==> src/adf_cfg.svh <==
// constants for the output data formatter: addresses, fields, codes and patterns
`ifndef ADF_CFG_SVH
`define ADF_CFG_SVH

// ==========================================================
// serial frame layout
`define ADF_FRAME_BITS 5'h10
`define ADF_HEAD_BITS 5'h08
`define ADF_CNT_ZERO 5'h00
`define ADF_CNT_ONE 5'h01
`define ADF_RW_POS 15
`define ADF_ADDR_HI 14
`define ADF_ADDR_LO 8
`define ADF_HEAD_RW_POS 7
`define ADF_HEAD_ADDR_HI 6
`define ADF_HEAD_ADDR_LO 0
`define ADF_DATA_HI 7
`define ADF_DATA_LO 0
`define ADF_SHIFT_CLEAR 16'h0000
`define ADF_OUT_IDLE 8'hFF

// ==========================================================
// register addresses
`define ADF_RESET_ADDR 7'h00
`define ADF_FORMAT_ADDR 7'h04

// ==========================================================
// register fields and reset values
`define ADF_SWRST_BIT 7
`define ADF_TEST_HI 5
`define ADF_TEST_LO 3
`define ADF_ABP_BIT 2
`define ADF_OUTPUT_SCRAMBLE_ENABLE_BIT 1
`define ADF_TWOS_BIT 0
`define ADF_FORMAT_RESET 8'h00
`define ADF_READ_NONE 8'h00

// ==========================================================
// test select codes
`define ADF_TEST_OFF 3'h0
`define ADF_TEST_ZERO 3'h1
`define ADF_TEST_ONE 3'h3
`define ADF_TEST_CHECKER 3'h5
`define ADF_TEST_ALTERNATE 3'h7

// ==========================================================
// sample layout and fixed output words, overflow flag in the top bit
`define ADF_SAMPLE_MSB 11
`define ADF_WORD_ZERO 13'h0000
`define ADF_WORD_ONE 13'h1FFF
`define ADF_CHECKER_A 13'h1555
`define ADF_CHECKER_B 13'h0AAA
`define ADF_ODD_MASK 12'hAAA
`define ADF_SAMPLE_ZERO 12'h000

`endif

==> src/adf_pkg.sv <==
// types shared by the output data formatter
package adf_pkg;

	// ==========================================================
	// serial port states, one-hot
	typedef enum logic [2:0] {
		ADF_SER_IDLE = 3'b001,
		ADF_SER_SHIFT = 3'b010,
		ADF_SER_DONE = 3'b100
	} adf_ser_state_e;

	// three-bit test select code
	typedef logic [2:0] adf_test_t;

	// overflow flag plus twelve sample bits
	typedef logic [12:0] adf_word_t;

endpackage

==> src/adf_sync.sv <==
// two flip-flop synchroniser for one pin input
`timescale 1ns/1ps

module adf_sync #(
	parameter logic RST_VAL = 1'b0
) (
	// clock and reset
	input wire logic clk,
	input wire logic rst_b,
	// pin side and synchronised side
	input wire logic pin_in,
	output logic sync_out
);

	// first stage, read only by the second stage
	logic meta_reg;
	// second stage, safe for logic to read
	logic stable_reg;

	// two registers in series, reset to the idle level of the pin
	always_ff @(posedge clk or negedge rst_b) begin
		if (!rst_b) begin
			meta_reg <= RST_VAL;
			stable_reg <= RST_VAL;
		end else begin
			meta_reg <= pin_in;
			stable_reg <= meta_reg;
		end
	end

	assign sync_out = stable_reg;

endmodule

==> src/adf_formatter.sv <==
// output data formatter with its serial configuration port
`timescale 1ns/1ps
`include "adf_cfg.svh"

module adf_formatter import adf_pkg::*; (
	// clock and reset
	input wire logic clk,
	input wire logic rst_b,
	// serial configuration pins
	input wire logic cs_b,
	input wire logic sck,
	input wire logic sdi,
	output logic sdo_o,
	output logic sdo_oe,
	// converted samples, offset binary, from the conversion core
	input wire logic conv_valid,
	input wire logic [11:0] conv_sample,
	input wire logic conv_overflow,
	// formatted samples toward the capture logic
	output logic out_valid,
	output logic [11:0] sample_bits,
	output logic overflow_flag
);

	// ==========================================================
	// pin synchronisers

	// synchronised chip select, low during a frame
	logic cs_b_s;
	// synchronised serial clock
	logic sck_s;
	// synchronised serial data in
	logic sdi_s;

	// chip select idles high
	adf_sync #(.RST_VAL(1'b1)) u_sync_cs (
		.clk(clk),
		.rst_b(rst_b),
		.pin_in(cs_b),
		.sync_out(cs_b_s)
	);

	// serial clock idles low
	adf_sync #(.RST_VAL(1'b0)) u_sync_sck (
		.clk(clk),
		.rst_b(rst_b),
		.pin_in(sck),
		.sync_out(sck_s)
	);

	// serial data has no idle level of its own
	adf_sync #(.RST_VAL(1'b0)) u_sync_sdi (
		.clk(clk),
		.rst_b(rst_b),
		.pin_in(sdi),
		.sync_out(sdi_s)
	);

	// ==========================================================
	// serial clock edge detection

	// previous synchronised serial clock
	logic sck_d_reg;
	// one-cycle pulses on each serial clock edge
	logic sck_rise;
	logic sck_fall;

	// delayed copy for the edge compare
	always_ff @(posedge clk or negedge rst_b) begin
		if (!rst_b) begin
			sck_d_reg <= 1'b0;
		end else begin
			sck_d_reg <= sck_s;
		end
	end

	assign sck_rise = sck_s & ~sck_d_reg;
	assign sck_fall = ~sck_s & sck_d_reg;

	// ==========================================================
	// serial port state

	// frame state
	adf_ser_state_e ser_state_reg;
	adf_ser_state_e ser_state_next;
	// rising edges taken so far in this frame
	logic [4:0] bit_cnt_reg;
	logic [4:0] bit_cnt_next;
	// incoming frame bits, first bit ends up on top
	logic [15:0] shift_in_reg;
	logic [15:0] shift_in_next;
	// read data being sent, top bit on the pin
	logic [7:0] shift_out_reg;
	logic [7:0] shift_out_next;
	// read header seen, data goes out after next falling edge
	logic rd_pend_reg;
	logic rd_pend_next;
	// read data is on the pin
	logic sdo_active_reg;
	logic sdo_active_next;
	// data format control register
	logic [7:0] output_data_format_control_reg;
	logic [7:0] output_data_format_control_next;

	// frame with the current bit shifted in
	logic [15:0] shifted;
	// register contents for the addressed read
	logic [7:0] read_data;
	// count after this rising edge
	logic [4:0] cnt_inc;

	assign shifted = {shift_in_reg[14:0], sdi_s};
	assign cnt_inc = bit_cnt_reg + `ADF_CNT_ONE;

	// read decode on the header address; other addresses read zero
	always_comb begin
		if (shifted[`ADF_HEAD_ADDR_HI:`ADF_HEAD_ADDR_LO] == `ADF_FORMAT_ADDR) begin
			read_data = output_data_format_control_reg;
		end else begin
			read_data = `ADF_READ_NONE;
		end
	end

	// next-state logic for the serial port and the register
	always_comb begin
		ser_state_next = ser_state_reg;
		bit_cnt_next = bit_cnt_reg;
		shift_in_next = shift_in_reg;
		shift_out_next = shift_out_reg;
		rd_pend_next = rd_pend_reg;
		sdo_active_next = sdo_active_reg;
		output_data_format_control_next = output_data_format_control_reg;
		case (ser_state_reg)
			ADF_SER_IDLE: begin
				// chip select low opens a frame
				if (!cs_b_s) begin
					ser_state_next = ADF_SER_SHIFT;
					bit_cnt_next = `ADF_CNT_ZERO;
					shift_in_next = `ADF_SHIFT_CLEAR;
				end
			end
			ADF_SER_SHIFT: begin
				if (cs_b_s) begin
					// frame cut short: nothing is written
					ser_state_next = ADF_SER_IDLE;
				end else if (sck_rise) begin
					// take one bit on each rising edge
					shift_in_next = shifted;
					bit_cnt_next = cnt_inc;
					// header complete with read flag high: arm read data
					if (cnt_inc == `ADF_HEAD_BITS && shifted[`ADF_HEAD_RW_POS]) begin
						rd_pend_next = 1'b1;
						shift_out_next = read_data;
					end
					// sixteenth edge: frame complete, later edges ignored
					if (cnt_inc == `ADF_FRAME_BITS) begin
						ser_state_next = ADF_SER_DONE;
						// write only when the read flag is low
						if (!shifted[`ADF_RW_POS]) begin
							if (shifted[`ADF_ADDR_HI:`ADF_ADDR_LO] == `ADF_FORMAT_ADDR) begin
								// all eight bits stored, top two unused
								output_data_format_control_next =
									shifted[`ADF_DATA_HI:`ADF_DATA_LO];
							end else if (shifted[`ADF_ADDR_HI:`ADF_ADDR_LO] ==
								`ADF_RESET_ADDR && shifted[`ADF_SWRST_BIT]) begin
								// software reset, the bit itself is not kept
								output_data_format_control_next = `ADF_FORMAT_RESET;
							end
						end
					end
				end
			end
			ADF_SER_DONE: begin
				// wait for chip select to rise
				if (cs_b_s) begin
					ser_state_next = ADF_SER_IDLE;
				end
			end
			default: begin
				ser_state_next = ADF_SER_IDLE;
			end
		endcase
		// read data moves on falling edges, first one presents the top bit
		if (sck_fall && rd_pend_reg) begin
			rd_pend_next = 1'b0;
			sdo_active_next = 1'b1;
		end else if (sck_fall && sdo_active_reg) begin
			// ones fill behind, so the pin is released after the last bit
			shift_out_next = {shift_out_reg[6:0], 1'b1};
		end
		// chip select high ends any read
		if (cs_b_s) begin
			rd_pend_next = 1'b0;
			sdo_active_next = 1'b0;
		end
	end

	// serial port registers
	always_ff @(posedge clk or negedge rst_b) begin
		if (!rst_b) begin
			ser_state_reg <= ADF_SER_IDLE;
			bit_cnt_reg <= `ADF_CNT_ZERO;
			shift_in_reg <= `ADF_SHIFT_CLEAR;
			shift_out_reg <= `ADF_OUT_IDLE;
			rd_pend_reg <= 1'b0;
			sdo_active_reg <= 1'b0;
			output_data_format_control_reg <= `ADF_FORMAT_RESET;
		end else begin
			ser_state_reg <= ser_state_next;
			bit_cnt_reg <= bit_cnt_next;
			shift_in_reg <= shift_in_next;
			shift_out_reg <= shift_out_next;
			rd_pend_reg <= rd_pend_next;
			sdo_active_reg <= sdo_active_next;
			output_data_format_control_reg <= output_data_format_control_next;
		end
	end

	// open drain: only ever pulls low
	assign sdo_o = 1'b0;
	assign sdo_oe = sdo_active_reg & ~shift_out_reg[7];

	// ==========================================================
	// format fields

	// test select code
	adf_test_t output_test_select;
	// alternate bit polarity
	logic alternate_polarity_enable;
	// randomizer
	logic output_scramble_enable;
	// two's complement coding
	logic signed_format_select;

	assign output_test_select = output_data_format_control_reg[`ADF_TEST_HI:`ADF_TEST_LO];
	assign alternate_polarity_enable = output_data_format_control_reg[`ADF_ABP_BIT];
	assign output_scramble_enable = output_data_format_control_reg[`ADF_OUTPUT_SCRAMBLE_ENABLE_BIT];
	assign signed_format_select = output_data_format_control_reg[`ADF_TWOS_BIT];

	// ==========================================================
	// sample datapath

	// pattern phase, flips on each sample
	logic phase_reg;
	logic phase_next;
	// registered outputs
	logic out_valid_reg;
	logic out_valid_next;
	adf_word_t word_reg;
	adf_word_t word_next;
	// sample after coding, scrambling and polarity
	logic [11:0] coded;
	// word chosen for this sample
	adf_word_t formatted;

	// transforms applied to live data
	always_comb begin
		coded = conv_sample;
		// two's complement flips the sign bit, unless polarity mode forces offset binary
		if (signed_format_select && !alternate_polarity_enable) begin
			coded[`ADF_SAMPLE_MSB] = ~coded[`ADF_SAMPLE_MSB];
		end
		// upper bits xor with the lowest bit, receiver undoes it the same way
		if (output_scramble_enable) begin
			coded[11:1] = coded[11:1] ^ {11{coded[0]}};
		end
		// alternate polarity inverts the odd-numbered bits
		if (alternate_polarity_enable) begin
			coded = coded ^ `ADF_ODD_MASK;
		end
	end

	// test pattern selection, a pattern wins over every transform
	always_comb begin
		case (output_test_select)
			`ADF_TEST_OFF: begin
				formatted = {conv_overflow, coded};
			end
			`ADF_TEST_ZERO: begin
				formatted = `ADF_WORD_ZERO;
			end
			`ADF_TEST_ONE: begin
				formatted = `ADF_WORD_ONE;
			end
			`ADF_TEST_CHECKER: begin
				formatted = phase_reg ? `ADF_CHECKER_B : `ADF_CHECKER_A;
			end
			`ADF_TEST_ALTERNATE: begin
				formatted = phase_reg ? `ADF_WORD_ONE : `ADF_WORD_ZERO;
			end
			default: begin
				// unused codes fall back to live data
				formatted = {conv_overflow, coded};
			end
		endcase
	end

	// next values for the output stage
	always_comb begin
		out_valid_next = conv_valid;
		phase_next = phase_reg;
		word_next = word_reg;
		if (conv_valid) begin
			word_next = formatted;
			phase_next = ~phase_reg;
		end
	end

	// output stage registers
	always_ff @(posedge clk or negedge rst_b) begin
		if (!rst_b) begin
			out_valid_reg <= 1'b0;
			phase_reg <= 1'b0;
			word_reg <= `ADF_WORD_ZERO;
		end else begin
			out_valid_reg <= out_valid_next;
			phase_reg <= phase_next;
			word_reg <= word_next;
		end
	end

	// outputs straight from flip-flops
	assign out_valid = out_valid_reg;
	assign overflow_flag = word_reg[12];
	assign sample_bits = word_reg[11:0];

endmodule

==> config.mk <==
export PLATFORM = sky130hd
export DESIGN_NAME = adf_formatter
export DESIGN_NICKNAME = d
export VERILOG_FILES = /design/src/adf_pkg.sv /design/src/adf_sync.sv /design/src/adf_formatter.sv
export VERILOG_INCLUDE_DIRS = /design/src /design/src/src
export SDC_FILE = /design/constraint.sdc
export NUM_CORES = 1
export LEC_CHECK = 0
export BUFFER_PORTS_ARGS = -buffer_cell sky130_fd_sc_hd__buf_4
export CORE_MARGIN = 3
export CORE_UTILIZATION = 30
export CTS_CLUSTER_DIAMETER = 60
export CTS_CLUSTER_SIZE = 25
export DETAILED_ROUTE_END_ITERATION = 8
export PLACE_DENSITY_LB_ADDON = 0.25
export RECOVER_POWER = 50
export SLEW_MARGIN = 40
export SYNTH_ARGS = -nofsm -noshare
export SYNTH_HDL_FRONTEND = slang
export SYNTH_SLANG_ARGS = --single-unit
==> constraint.sdc <==
create_clock -name clk -period 2.1 [get_ports clk]
set_clock_uncertainty 0.05 [all_clocks]
set_input_delay 0.21 -clock clk [delete_from_list [all_inputs] [get_ports clk]]
set_output_delay 0.21 -clock clk [all_outputs]
set_load 0.01 [all_outputs]
==> flow_summary_export.csv <==
group,metric,value,unit
floorplan,rows,35,
yosys,synth_seq_area_share,54.7,%
placed_design,gp_congestion,0.767,
floorplan,die_h,104,um
status,run_status,"complete, no violations",
sta,max_freq,502,MHz
worst_setup_path,critPathKind,"flop to flop",
drt,viasPerCell,4.70,
drt,drc_errors,0,
clock_network,cts.sinks,63,
power,pwr-share-seq,52.9,%
power,power_frac_comb,8.8,%
hold_path,hold_depth,3,
drt,final_antenna_net_count,0,
finish,n_fill_cell,939,
finish,multi_input_area,1240,um^2
floorplan,num_io_pins,35,
sta,timing.hold.ws,0.0679,ns
power,vdd_ir_drop_max,0.225,mV
finish,seq_area,1590,um^2
drt,vias,2141,
clock_network,cts_buffer_depth,2,
sta,fin_ws,0.108,ns
drt,first_pass_iters,4,
yosys,synth_cell_types,48,
power,p_leak,0.00167,uW
global_route,track_usage,11.7,%
sta,finalCriticalPeriod,1.99,ns
worst_setup_path,worstPathMaxFanout,7,
worst_setup_path,crit_family,"simple AND/OR/NAND/NOR gates",
flow_run,cap_violations,0,
finish,fin_area,3560,um^2
sta,finalMaxSlewViolations,0,
worst_setup_path,startpoint_type,"flop",
floorplan,core_area,9330,um^2
worst_setup_path,critPathMaxStageDelay,0.54,ns
clock_network,clkTransAtPathRegs,0.07,ns
placed_design,place_ws,0.0570,ns
clock_network,htreeDepth,3,
global_route,grt_pass1_wl,10.2,mm
worst_setup_path,crit_chain,"or4b_1 -> nor4_2 -> nor2b_1 -> and4_2 -> a221o_1",
worst_setup_path,cp_data_required_time,2.33,ns
placed_design,numPortBuffers,33,
placed_design,place_area,3350,um^2
sta,fin_setup_tns,0,ns
finish,syn_to_final_growth,22.5,%
yosys,synth_area,2910,um^2
sta,max-slew-margin-rel,7.00,%
yosys,async_flop_share,100,%
sta,tightest_slew,1.40,ns
sta,fin_crit_sh,94.9,%
yosys,ys_warn_count,0,
yosys,synth_cells,274,
sta,rsz0062_at_grt,"false",
power,p_clk_share,38.3,%
power,p_per_area,695,nW/um^2
worst_setup_path,worst-r2r-cell-count,5,
drt,initialDrtViolationCount,85,
clock_network,clk_latency,0.35,ns
global_route,grt_pass1_vias,2095,
sta,hold_violations,0,
sta,setup_viol,0,
finish,drive_gt1_share,25.1,%
worst_setup_path,crit_slowest_cell,"or4b_1",
finish,n_antenna_cell,0,
worst_setup_path,endpoint_kind,"flop",
yosys,syn-num-nets,295,
yosys,synth-edff-count,0,
power,p_sw_share,24.7,%
worst_setup_path,cp_num_cells,5,
finish,layout.nets,343,
hold_path,hp-class,"input pin to flop",
drt,wire_per_inst,13.3,um
worst_setup_path,cp_data_arrival_time,2.23,ns
yosys,synth_seq_cells,63,
clock_network,clock-root-buffer,"clkbuf_8",
power,p_int,1860,uW
global_route,antenna_found_initial,0,
placed_design,hpwl,4.11,mm
floorplan,fp.dieW,104,um
floorplan,dieArea,10900,um^2
clock_network,cts_buffers,9,
global_route,grt_max_degree,64,
clock_network,cts_tree,"built",
yosys,synth_ff_type,"dfrtp_1",
floorplan,start_util,31.2,%
finish,largest_reg_flops,15,
power,netSwitchingPower,612,uW
worst_setup_path,path_buf_inv,0,
global_route,grt_overflow,0,
drt,routed_wl,6.06,mm
yosys,syn_area_per_cell,10.6,um^2
[Yosys cell counts, types with 2 or more instances]
cell type | number | area (um^2)
dfstp_2 | 11 | 289
a221o_1 | 7 | 70.1
a31oi_1 | 3 | 18.8
nand4_1 | 2 | 12.5
o22a_1 | 10 | 87.6
buf_2 | 2 | 10.0
clkbuf_1 | 7 | 26.3
xor2_1 | 14 | 123
o21ai_1 | 2 | 10.0
or4b_1 | 2 | 20.0
nor3b_2 | 3 | 37.5
xnor2_1 | 5 | 43.8
and2_1 | 8 | 50.1
a21oi_1 | 6 | 30.0
nand2b_1 | 3 | 18.8
a21o_1 | 8 | 60.1
ha_1 | 2 | 25.0
nor3_1 | 4 | 20.0
buf_4 | 2 | 15.0
nand2_1 | 37 | 139
nor2b_1 | 3 | 18.8
a21boi_0 | 7 | 52.6
mux2i_1 | 2 | 20.0
inv_1 | 5 | 18.8
nor2_1 | 21 | 78.8
nand3_1 | 19 | 95.1
dfrtp_1 | 52 | 1300
and3_1 | 2 | 12.5
o21ai_0 | 6 | 30.0
[power by group through the flow]
stage	clock (uW)	sequential [uW]	combinational, uW
final	949	1310	218
after global routing	1030	1320	243
after CTS	985	1310	225
after detailed placement	0	1330	220
after global placement	0	1330	218
after floorplan	0	1340	91.0
[logic make-up (layout without fill, tap and decap cells)]
kind of cell | after synthesis | in the layout | share of synthesized area, %
other | 1 | 1 | 0.129
adder cells (fa/ha/maj) | 2 | 2 | 0.860
AND/OR/NAND/NOR | 114 | 114 | 20.7
buffers and inverters | 17 | 70 | 2.80
AO/OA/AOI/OAI | 56 | 56 | 14.5
XOR/XNOR | 19 | 19 | 5.72
flip-flops | 63 | 63 | 54.7
multiplexers | 2 | 2 | 0.688
[cells in the final DEF, fill, tap and decap left out, drive strengths merged, types with 3 or more instances in the layout]
cell type,count
nor2,22
nor3,4
clkbuf,17
nand2,38
dlygate4sd3,4
a21o,9
and2,8
a31oi,3
nand2b,3
nand3,19
a221o,7
a21oi,6
o22a,10
nor3b,3
dfstp,11
a21boi,7
nor2b,3
o21ai,8
xor2,14
dfrtp,52
buf,41
inv,5
xnor2,5
[repair_timing]
| action | in CTS | in global routing |
|---|---|---|
| hold buffers | 4 | 0 |
| endpoints found under the hold margin | 55 | 0 |
| resized for setup | 0 | 2 |
| buffers inserted | 0 | 0 |
| setup endpoints to repair | 0 | 7 |
[through the flow]
stage / total power (uW) / util (%) / std cells
6_report: 2480 / 38.2 / 456
5_1_grt: 2590 / 38.2 / 456
4_1_cts: 2520 / 38.2 / 456
3_5_place_dp: 1550 / 35.9 / 436
3_3_place_gp: 1550 / 35.9 / 436
2_1_floorplan: 1430 / - / 274
[routing by layer]
layer | GRT usage [%] | part of all wire (%) | up-vias | routed length (um)
li1 | - | - | 1056 | -
met1 | 15.8 | 49 | 1041 | 2980
met2 | 17.1 | 46 | 34 | 2770
met3 | 3.66 | 3.1 | 10 | 185
met4 | 5.70 | 2.2 | 0 | 131
met5 | 0 | 0 | - | 0
[final timing paths]
| check | from | to | slack [ns] |
|---|---|---|---|
| worst max-delay path | shift_in_reg[0] | shift_out_reg[1] | 0.11 |
| worst min-delay path | conv_overflow | word_reg[12] | 0.07 |
| worst max register to register | shift_in_reg[0] | shift_out_reg[1] | 0.11 |
| worst min register to register | u_sync_sdi.meta_reg | u_sync_sdi.sync_out | 0.30 |
| max in group asynchronous | rst_b | ser_state_reg[1] | 0.46 |
| min in group asynchronous | rst_b | word_reg[9] | 0.67 |
[worst register-to-register path, cell delays in order (launching register included)]
cell,delay [ns]
dfrtp_1,0.40
or4b_1,0.55
nor4_2,0.23
nor2b_1,0.18
and4_2,0.33
a221o_1,0.19
[cell type report]
cell class | instances | area share [%]
Inverter | 5 | 0.527
Tap cell | 129 | 4.53
Sequential cell | 63 | 44.6
Timing Repair Buffer | 49 | 10.4
Clock buffer | 13 | 4.46
Multi-Input combinational cell | 194 | 34.9
Clock inverter | 3 | 0.492
Power figures use the tool's default switching activity.
